**src/acc_pkg.sv**
```systemverilog
// constants and types for the analog comparator control block
package acc_pkg;

  // ****************************************
  // register indices and byte addresses
  // ****************************************
  localparam logic [7:0] DIG_IN_DIS_IDX  = 8'h01;
  localparam logic [7:0] CONV_CTL_B_IDX  = 8'h03;
  localparam logic [7:0] CMP_CTL_STS_IDX = 8'h08;
  localparam logic [7:0] CONV_SEL_IDX    = 8'h0c;
  localparam logic [9:0] DIG_IN_DIS_ADDR  = {DIG_IN_DIS_IDX, 2'b00};
  localparam logic [9:0] CONV_CTL_B_ADDR  = {CONV_CTL_B_IDX, 2'b00};
  localparam logic [9:0] CMP_CTL_STS_ADDR = {CMP_CTL_STS_IDX, 2'b00};
  localparam logic [9:0] CONV_SEL_ADDR    = {CONV_SEL_IDX, 2'b00};
  localparam int         ADDR_W           = 10;

  // ****************************************
  // reset values and writable masks
  // ****************************************
  localparam logic [7:0] DIG_IN_DIS_RST  = 8'h00;
  localparam logic [7:0] CONV_CTL_B_RST  = 8'h00;
  localparam logic [7:0] CONV_CTL_B_MASK = 8'hd7;
  localparam logic [7:0] CONV_SEL_MASK   = 8'h9f;

  // ****************************************
  // field positions
  // ****************************************
  localparam int NEG_MUX_EN_BIT   = 6;
  localparam int CONV_EN_BIT      = 7;
  localparam int CMP_OFF_BIT      = 7;
  localparam int BANDGAP_BIT      = 6;
  localparam int RESULT_BIT       = 5;
  localparam int FLAG_BIT         = 4;
  localparam int IRQ_EN_BIT       = 3;
  localparam int CAP_ROUTE_BIT    = 2;
  localparam int EDGE_MODE_LSB    = 0;
  localparam int CHAN_SEL_LSB     = 0;
  localparam int SYNC_STAGES      = 2;

  // ****************************************
  // edge modes and bus answers
  // ****************************************
  localparam logic [1:0] EDGE_TOGGLE   = 2'h0;
  localparam logic [1:0] EDGE_RESERVED = 2'h1;
  localparam logic [1:0] EDGE_FALL     = 2'h2;
  localparam logic [1:0] EDGE_RISE     = 2'h3;
  localparam logic [1:0] RESP_OKAY     = 2'h0;
  localparam logic [1:0] RESP_SLVERR   = 2'h2;
  localparam logic [4:0] CHAN_LAST     = 5'h07;

  // comparator control fields
  typedef struct packed {
    logic       power_off;
    logic       bandgap_select;
    logic       irq_enable;
    logic       capture_route_enable;
    logic [1:0] edge_mode_field;
  } acc_cmp_ctl_t;

  // analog input routing handed to the analog front end
  typedef struct packed {
    logic       neg_from_converter;
    logic [2:0] neg_channel;
    logic       pos_from_bandgap;
    logic       cmp_power_off;
  } acc_route_t;

endpackage : acc_pkg

```
**src/acc_top.sv**
```systemverilog
// analog comparator control: registers, input routing, sync and event flag
//
// The AXI4-Lite slave port was left to the implementer.
`timescale 1ns/1ps

// What this block does
// - result bit is one when positive input exceeds negative input.
// - mux enabled, converter off: channel code 0..7 picks converter pin.
// - mux disabled or converter on: dedicated negative pin is used.
// - bandgap select replaces positive pin by the bandgap reference.
// - comparator output is synchronised, one to two cycles latency.
// - edge mode: 00 toggle, 01 reserved, 10 falling, 11 rising.
// - hardware sets the event flag on the selected event.
// - interrupt request only when flag, enable and global enable are one.
// - taking the interrupt vector clears the event flag.
// - writing one to the flag clears it; zero leaves it.
// - power-off bit switches the comparator off at any time.
// - capture route bit feeds the comparator into the timer capture.
// - buffer disable bit turns off pin input; its read bit is zero.
// - converter enable powers converter; mux uses selection only when clear.
module acc_top #(
  parameter int NUM_PINS = 8
) (
  input  wire logic                         aclk,
  input  wire logic                         aresetn,
  // axi4-lite slave
  input  wire logic [acc_pkg::ADDR_W-1:0]   s_axi_awaddr,
  input  wire logic                         s_axi_awvalid,
  output logic                              s_axi_awready,
  input  wire logic [31:0]                  s_axi_wdata,
  input  wire logic [3:0]                   s_axi_wstrb,
  input  wire logic                         s_axi_wvalid,
  output logic                              s_axi_wready,
  output logic [1:0]                        s_axi_bresp,
  output logic                              s_axi_bvalid,
  input  wire logic                         s_axi_bready,
  input  wire logic [acc_pkg::ADDR_W-1:0]   s_axi_araddr,
  input  wire logic                         s_axi_arvalid,
  output logic                              s_axi_arready,
  output logic [31:0]                       s_axi_rdata,
  output logic [1:0]                        s_axi_rresp,
  output logic                              s_axi_rvalid,
  input  wire logic                         s_axi_rready,
  // analog front end and cpu
  input  wire logic                         cmp_raw,
  input  wire logic                         global_irq_enable,
  input  wire logic                         irq_vector_taken,
  input  wire logic [NUM_PINS-1:0]          pin_in,
  output logic [NUM_PINS-1:0]               pin_read,
  output logic [NUM_PINS-1:0]               digital_buffer_off,
  output acc_pkg::acc_route_t               route,
  output logic                              converter_enable,
  output logic                              capture_in,
  output logic                              cmp_irq
);

  // ****************************************
  // registers
  // ****************************************
  logic [NUM_PINS-1:0]  dig_dis_r;
  logic [7:0]           conv_ctl_b_r;
  logic [7:0]           conv_sel_r;
  acc_pkg::acc_cmp_ctl_t cmp_ctl_r;
  logic                 flag_r;
  logic                 flag_nxt;
  logic [NUM_PINS-1:0]  pin_read_r;
  acc_pkg::acc_route_t  route_r;
  acc_pkg::acc_route_t  route_nxt;
  logic                 capture_r;
  logic                 irq_r;

  // bus state
  logic                       awready_r;
  logic                       wready_r;
  logic                       bvalid_r;
  logic [1:0]                 bresp_r;
  logic [acc_pkg::ADDR_W-1:0] awaddr_r;
  logic [7:0]                 wbyte_r;
  logic                       wlane_r;
  // holders: full from their take until the response is raised
  logic                       aw_got_r;
  logic                       w_got_r;
  logic                       arready_r;
  logic                       rvalid_r;
  logic [31:0]                rdata_r;
  logic [1:0]                 rresp_r;

  // ****************************************
  // decode
  // ****************************************
  function automatic logic is_mapped(input logic [acc_pkg::ADDR_W-1:0] a);
    is_mapped = (a == acc_pkg::DIG_IN_DIS_ADDR) || (a == acc_pkg::CONV_CTL_B_ADDR) ||
                (a == acc_pkg::CMP_CTL_STS_ADDR) || (a == acc_pkg::CONV_SEL_ADDR);
  endfunction : is_mapped

  // address and data may come in either order; each waits in its own holder
  wire aw_take  = s_axi_awvalid & awready_r;
  wire w_take   = s_axi_wvalid & wready_r;
  wire b_free   = ~bvalid_r | s_axi_bready;
  wire wr_fire  = aw_got_r & w_got_r & ~bvalid_r;
  // lane 0 strobe low: the write is answered but changes nothing
  wire wr_en    = wr_fire & wlane_r;
  wire wr_dig   = wr_en & (awaddr_r == acc_pkg::DIG_IN_DIS_ADDR);
  wire wr_convb = wr_en & (awaddr_r == acc_pkg::CONV_CTL_B_ADDR);
  wire wr_cmp   = wr_en & (awaddr_r == acc_pkg::CMP_CTL_STS_ADDR);
  wire wr_csel  = wr_en & (awaddr_r == acc_pkg::CONV_SEL_ADDR);
  wire ar_take  = s_axi_arvalid & arready_r;

  // ****************************************
  // comparator path
  // ****************************************
  logic cmp_sync;
  logic cmp_event;
  // a powered-off comparator reads low; the change can look like an edge
  wire  cmp_gated = cmp_raw & ~cmp_ctl_r.power_off;

  acc_sync #(
    .STAGES (acc_pkg::SYNC_STAGES)
  ) u_sync (
    .aclk    (aclk),
    .aresetn (aresetn),
    .din     (cmp_gated),
    .dout    (cmp_sync)
  );

  // result bit and events both come from the synchronised copy
  acc_edge u_edge (
    .aclk        (aclk),
    .aresetn     (aresetn),
    .level       (cmp_sync),
    .mode        (cmp_ctl_r.edge_mode_field),
    .event_pulse (cmp_event)
  );

  // set wins over both clears
  wire flag_clr = (wr_cmp & wbyte_r[acc_pkg::FLAG_BIT]) | irq_vector_taken;
  assign flag_nxt = cmp_event | (flag_r & ~flag_clr);

  // ****************************************
  // input routing
  // ****************************************
  wire conv_on  = conv_sel_r[acc_pkg::CONV_EN_BIT];
  wire [4:0] chan = conv_sel_r[acc_pkg::CHAN_SEL_LSB +: 5];
  // codes above seven fall back to the dedicated pin
  wire use_conv = conv_ctl_b_r[acc_pkg::NEG_MUX_EN_BIT] & ~conv_on &
                  (chan <= acc_pkg::CHAN_LAST);

  // route is registered so the analog switches see one change per cycle
  always_comb begin
    route_nxt.neg_from_converter = use_conv;
    route_nxt.neg_channel        = chan[2:0];
    route_nxt.pos_from_bandgap   = cmp_ctl_r.bandgap_select;
    route_nxt.cmp_power_off      = cmp_ctl_r.power_off;
  end

  // ****************************************
  // control registers
  // ****************************************
  always_ff @(posedge aclk) begin
    if (!aresetn) begin
      dig_dis_r    <= '0;
      conv_ctl_b_r <= acc_pkg::CONV_CTL_B_RST;
      conv_sel_r   <= 8'h00;
      cmp_ctl_r    <= '0;
      flag_r       <= 1'b0;
    end else begin
      if (wr_dig) begin
        dig_dis_r <= wbyte_r[NUM_PINS-1:0];
      end
      // reserved bits read back zero through the write masks
      if (wr_convb) begin
        conv_ctl_b_r <= wbyte_r & acc_pkg::CONV_CTL_B_MASK;
      end
      if (wr_csel) begin
        conv_sel_r <= wbyte_r & acc_pkg::CONV_SEL_MASK;
      end
      if (wr_cmp) begin
        cmp_ctl_r <= {wbyte_r[acc_pkg::CMP_OFF_BIT], wbyte_r[acc_pkg::BANDGAP_BIT],
                      wbyte_r[acc_pkg::IRQ_EN_BIT], wbyte_r[acc_pkg::CAP_ROUTE_BIT],
                      wbyte_r[acc_pkg::EDGE_MODE_LSB +: 2]};
      end
      flag_r <= flag_nxt;
    end
  end

  // ****************************************
  // registered outputs to the pins and timer
  // ****************************************
  always_ff @(posedge aclk) begin
    if (!aresetn) begin
      pin_read_r <= '0;
      route_r    <= '0;
      capture_r  <= 1'b0;
      irq_r      <= 1'b0;
    end else begin
      pin_read_r <= pin_in & ~dig_dis_r;
      route_r    <= route_nxt;
      capture_r  <= cmp_sync & cmp_ctl_r.capture_route_enable;
      // built from the next flag so request and flag rise in one cycle
      irq_r      <= flag_nxt & cmp_ctl_r.irq_enable & global_irq_enable & ~irq_vector_taken;
    end
  end

  // ****************************************
  // axi4-lite write channel
  // ****************************************
  always_ff @(posedge aclk) begin
    if (!aresetn) begin
      awready_r <= 1'b0;
      wready_r  <= 1'b0;
      aw_got_r  <= 1'b0;
      w_got_r   <= 1'b0;
      bvalid_r  <= 1'b0;
      bresp_r   <= acc_pkg::RESP_OKAY;
      awaddr_r  <= '0;
      wbyte_r   <= 8'h00;
      wlane_r   <= 1'b0;
    end else begin
      // readies reopen at the response handshake, so writes may run back to back
      if (aw_take) begin
        awready_r <= 1'b0;
        aw_got_r  <= 1'b1;
        awaddr_r  <= s_axi_awaddr;
      end else if (!aw_got_r && b_free) begin
        awready_r <= 1'b1;
      end
      if (w_take) begin
        wready_r <= 1'b0;
        w_got_r  <= 1'b1;
        wbyte_r  <= s_axi_wdata[7:0];
        wlane_r  <= s_axi_wstrb[0];
      end else if (!w_got_r && b_free) begin
        wready_r <= 1'b1;
      end
      if (wr_fire) begin
        aw_got_r <= 1'b0;
        w_got_r  <= 1'b0;
        bvalid_r <= 1'b1;
        bresp_r  <= is_mapped(awaddr_r) ? acc_pkg::RESP_OKAY : acc_pkg::RESP_SLVERR;
      end else if (bvalid_r && s_axi_bready) begin
        bvalid_r <= 1'b0;
      end
    end
  end

  // ****************************************
  // axi4-lite read channel
  // ****************************************
  wire [7:0] cmp_rd = {cmp_ctl_r.power_off, cmp_ctl_r.bandgap_select, cmp_sync, flag_r,
                       cmp_ctl_r.irq_enable, cmp_ctl_r.capture_route_enable,
                       cmp_ctl_r.edge_mode_field};
  // live address decode: the byte is caught at the edge that takes the request
  // one read at a time: arready stays low until the answer is taken
  wire [7:0] rd_byte =
    (s_axi_araddr == acc_pkg::DIG_IN_DIS_ADDR)  ? 8'(dig_dis_r) :
    (s_axi_araddr == acc_pkg::CONV_CTL_B_ADDR)  ? conv_ctl_b_r :
    (s_axi_araddr == acc_pkg::CMP_CTL_STS_ADDR) ? cmp_rd :
    (s_axi_araddr == acc_pkg::CONV_SEL_ADDR)    ? conv_sel_r : 8'h00;

  always_ff @(posedge aclk) begin
    if (!aresetn) begin
      arready_r <= 1'b0;
      rvalid_r  <= 1'b0;
      rdata_r   <= 32'h0000_0000;
      rresp_r   <= acc_pkg::RESP_OKAY;
    end else if (rvalid_r) begin
      if (s_axi_rready) begin
        rvalid_r  <= 1'b0;
        arready_r <= 1'b1;
      end
    end else if (ar_take) begin
      arready_r <= 1'b0;
      rvalid_r  <= 1'b1;
      rdata_r   <= {24'h00_0000, rd_byte};
      rresp_r   <= is_mapped(s_axi_araddr) ? acc_pkg::RESP_OKAY : acc_pkg::RESP_SLVERR;
    end else begin
      arready_r <= 1'b1;
    end
  end

  // ****************************************
  // outputs
  // ****************************************
  // every output below is a flop, never decode logic
  assign s_axi_awready      = awready_r;
  assign s_axi_wready       = wready_r;
  assign s_axi_bvalid       = bvalid_r;
  assign s_axi_bresp        = bresp_r;
  assign s_axi_arready      = arready_r;
  assign s_axi_rvalid       = rvalid_r;
  assign s_axi_rdata        = rdata_r;
  assign s_axi_rresp        = rresp_r;
  assign pin_read           = pin_read_r;
  assign digital_buffer_off = dig_dis_r;
  assign route              = route_r;
  assign converter_enable   = conv_sel_r[acc_pkg::CONV_EN_BIT];
  assign capture_in         = capture_r;
  assign cmp_irq            = irq_r;

endmodule : acc_top

```
**src/acc_sync.sv**
```systemverilog
// two-flop synchroniser for the raw comparator output
`timescale 1ns/1ps
module acc_sync #(
  parameter int STAGES = acc_pkg::SYNC_STAGES
) (
  input  wire logic aclk,
  input  wire logic aresetn,
  input  wire logic din,
  output logic      dout
);
  logic [STAGES-1:0] chain_r;

  // first stage feeds only the next stage
  always_ff @(posedge aclk) begin
    if (!aresetn) begin
      chain_r <= '0;
    end else begin
      chain_r <= {chain_r[STAGES-2:0], din};
    end
  end

  assign dout = chain_r[STAGES-1];
endmodule : acc_sync

```
**src/acc_edge.sv**
```systemverilog
// comparator output event detector by edge mode
`timescale 1ns/1ps
module acc_edge (
  input  wire logic       aclk,
  input  wire logic       aresetn,
  input  wire logic       level,
  input  wire logic [1:0] mode,
  output logic            event_pulse
);
  logic prev_r;
  logic rise;
  logic fall;

  always_ff @(posedge aclk) begin
    if (!aresetn) begin
      prev_r <= 1'b0;
    end else begin
      prev_r <= level;
    end
  end

  assign rise = level & ~prev_r;
  assign fall = ~level & prev_r;
  // reserved mode raises no event
  assign event_pulse = (mode == acc_pkg::EDGE_TOGGLE) ? (rise | fall) :
                       (mode == acc_pkg::EDGE_FALL)   ? fall :
                       (mode == acc_pkg::EDGE_RISE)   ? rise : 1'b0;
endmodule : acc_edge

```
**config.mk**
```make
export PLATFORM = sky130hd
export DESIGN_NAME = acc_top
export DESIGN_NICKNAME = d
export VERILOG_FILES = /design/src/acc_pkg.sv /design/src/acc_top.sv /design/src/acc_sync.sv /design/src/acc_edge.sv
export SDC_FILE = /design/constraint.sdc
export NUM_CORES = 1
export LEC_CHECK = 0
export BUFFER_PORTS_ARGS = -buffer_cell sky130_fd_sc_hd__buf_2
export CORE_ASPECT_RATIO = 1.25
export CORE_MARGIN = 4
export CORE_UTILIZATION = 52
export CTS_CLUSTER_SIZE = 8
export DETAILED_ROUTE_END_ITERATION = 8
export GPL_TIMING_DRIVEN = 0
export PLACE_DENSITY = 0.95
export RECOVER_POWER = 50
export SYNTH_ARGS = -nofsm -noshare
export SYNTH_HDL_FRONTEND = slang
export SYNTH_SLANG_ARGS = --single-unit
```
**constraint.sdc**
```tcl
create_clock -name aclk -period 2.8 [get_ports aclk]
set_input_delay 0 -clock aclk [delete_from_list [all_inputs] [get_ports aclk]]
set_output_delay 0 -clock aclk [all_outputs]
set_load 0.01 [all_outputs]
```
==> reports/metrics.yaml <==
outcome: "completed"
switchingPower_mw: 0.575
ant_nets: 0
ys_seq_area_frac: 0.467
h-tree-depth: 3
synth_area_mm2: 0.00351
totalWireLength_um: 9590
grt_pass1_wl_um: 14900
finalCritPeriodShare: 0.652
top_usage_layer: "met2"
setup_viol: 0
use_met3: 0.0386
max-cap-violations: 0
layout-drive-gt1-share: 0.177
clockRootBuffer: "clkbuf_8"
ys_warn_count: 0
synth_edf_count: 0
power_mw: 2.22
antenna_cells: 0
cp.arrival_ps: 2060
endpoint_kind: "flop"
synth-seq-cells: 82
power_frac_comb: 0.121
fmax_mhz: 548
grt_pass1_vias: 3095
power.internal_mw: 1.65
path_class: "reg2reg"
ys_async_sr_fraction: 0
grt_max_degree: 14
path_max_fanout: 9
synth_area_per_cell_um2: 9.25
grt_use_met2: 0.433
vias: 3185
antenna_found_initial: 0
io_buffers: 83
vdd.ir_drop.worst_uv: 415
yosysUniqueCellTypes: 53
hpwlAfterDp_um: 6810
drc: 0
grtUsageMet1: 0.262
cts_sinks: 82
die_w_um: 81.5
slew_headroom: 0.611
clock_path_buffers: 2
hold_viol: 0
grt-ovfl-total: 0
p_per_area_mw_per_mm2: 484
num_rows: 33
finalNonFillerCells: 625
drv_slew: 0
fillCellCount: 526
initial_core_util: 0.535
clock_latency_ps: 350
start_kind: "flop"
clk_pin_slew_ps: 80
rsz0062_at_grt: "false"
worst_pin_slew_ps: 583
gp_congestion: 0.960
place_inst: 575
die_area_mm2: 0.00814
synthToLayoutAreaGrowth_pct: 30.7
crit_required_ps: 3040
cts_tree: "yes"
power.share.clock: 0.326
leakagePower_nw: 2.03
syn_inst: 380
cts_inserted_buffers: 9
ios: 140
dr.pass1.iters: 5
drt_iter0_markers: 200
post-route-min-period_ps: 1830
wl_per_cell_um: 15.4
viasPerCell: 5.10
synthFlopType: "dfxtp_1"
seqPwrFrac: 0.553
fp.coreArea_mm2: 0.00657
grtUsageTotal: 0.241
hp-class: "in2reg"
die_h_um: 99.9
setup_tns_ps: 0
final_nets: 610
switching_share: 0.258
fin_worst_skew_ps: 10.2
-- metal layers --
layer,vias to the layer above,share of wire
met5,-,0
met4,0,0.042
met3,32,0.052
met2,126,0.54
met1,1471,0.37
li1,1556,-
-- final timing paths --
check,cells after the start,end,from,slack [ps]
worst max-delay path,5,conv_ctl_b_r[2],s_axi_bvalid,970
worst min register to register,1,u_sync.chain_r[1],u_sync.chain_r[0],450
worst min-delay path,4,s_axi_rdata[3],s_axi_araddr[3],80
worst max register to register,5,conv_ctl_b_r[2],s_axi_bvalid,970
-- registers in the layout, indices dropped and copies added, names as in the netlist, 2 cells and up --
| register | flops |
|---|---|
| u_sync.chain_r | 2 |
| cmp_ctl_r | 6 |
| conv_sel_r | 6 |
| pin_read | 8 |
| wbyte_r | 8 |
| digital_buffer_off | 8 |
| s_axi_rdata | 8 |
| conv_ctl_b_r | 6 |
| route | 6 |
| awaddr_r | 10 |
-- power by group through the flow --
stage / Sequential, mW / Clock (mW) / Combinational (mW)
6_report: 1.23 / 0.725 / 0.269
4_1_cts: 1.23 / 0.732 / 0.267
2_1_floorplan: 1.26 / 0 / 0.146
3_5_place_dp: 1.26 / 0 / 0.231
5_1_grt: 1.23 / 0.777 / 0.298
3_3_place_gp: 1.25 / 0 / 0.223
-- synthesized netlist by cell type (2+ instances only) --
cell type,number,share of area
nand3_1,5,0.0071
mux2i_1,29,0.083
a2bb2oi_1,2,0.0050
inv_1,6,0.0064
nor2_1,19,0.020
and3b_1,2,0.0050
o21a_1,3,0.0064
dfxtp_1,82,0.47
nand3b_1,2,0.0043
nor4b_1,2,0.0050
nand2b_1,3,0.0053
clkbuf_1,15,0.016
o41ai_1,2,0.0050
a32o_1,3,0.0085
ha_1,2,0.0071
nand2_1,66,0.071
and2_1,8,0.014
a21oi_1,8,0.011
buf_6,2,0.0064
o21ai_0,10,0.014
nor2b_1,19,0.034
o211a_1,2,0.0057
nand4_1,4,0.0071
nor4_1,3,0.0053
a21boi_0,21,0.045
nor3b_1,2,0.0043
buf_4,26,0.056
nor3_1,3,0.0043
o22ai_1,3,0.0053
and3_1,3,0.0053
-- per-stage QoR --
stage | area (um2) | worst slack [ps] | utilization | hold slack [ps]
3_5_place_dp | 4130 | 1030 | 0.629 | 222
6_report | 4590 | 975 | 0.699 | 81.4
3_3_place_gp | 4130 | 1070 | 0.629 | 211
2_1_floorplan | 3610 | 1290 | - | 114
5_1_grt | 4590 | 806 | 0.699 | 119
4_1_cts | 4640 | 1000 | 0.707 | 75.6
-- layout make-up --
type                       count  area (um2)  share of cell area
multi-input combinational    272        1660               0.362
sequential                    82        1640               0.357
timing repair buffer         118         716               0.156
buffer                        45         283              0.0616
clock buffer                  10         128              0.0278
tap                           87         109              0.0237
clock inverter                 5        32.5             0.00708
inverter                       6        22.5             0.00490
-- critical path: stages, from the launching register on --
cell and delay, ps:
dfxtp_1 330, and3b_1 200, clkbuf_1 310, nand4_1 500
mux2i_1 300, nor2b_1 60
-- cells by family (layout without fill, tap and decap cells) --
| logic type | count (synthesis) | after routing | synth area share |
|---|---|---|---|
| and+or+nand+nor | 154 | 154 | 0.230 |
| DFF | 82 | 82 | 0.467 |
| AOI/OAI and AO/OA | 60 | 60 | 0.121 |
| buffers and inverters | 51 | 184 | 0.0869 |
| muxes | 30 | 30 | 0.0858 |
| adders and majority gates | 2 | 2 | 0.00712 |
| other | 1 | 26 | 0.00107 |
-- placed cells by master (no fill, tap or decap), types with 8 or more instances in the layout --
cell type / n
clkbuf_1: 56
dlygate4sd3_1: 35
o21ai_0: 10
a21boi_0: 21
buf_2: 44
dfxtp_1: 82
clkbuf_8: 9
mux2i_1: 29
conb_1: 26
a21oi_1: 8
nor2_1: 19
buf_4: 26
nor2b_1: 19
nand2_1: 66
-- what timing repair did --
item	CTS	global route
gates resized for setup	0	0
hold endpoints to repair	35	0
hold buffers	35	0
buffers inserted	0	0
(Power assumes the default switching activity.)
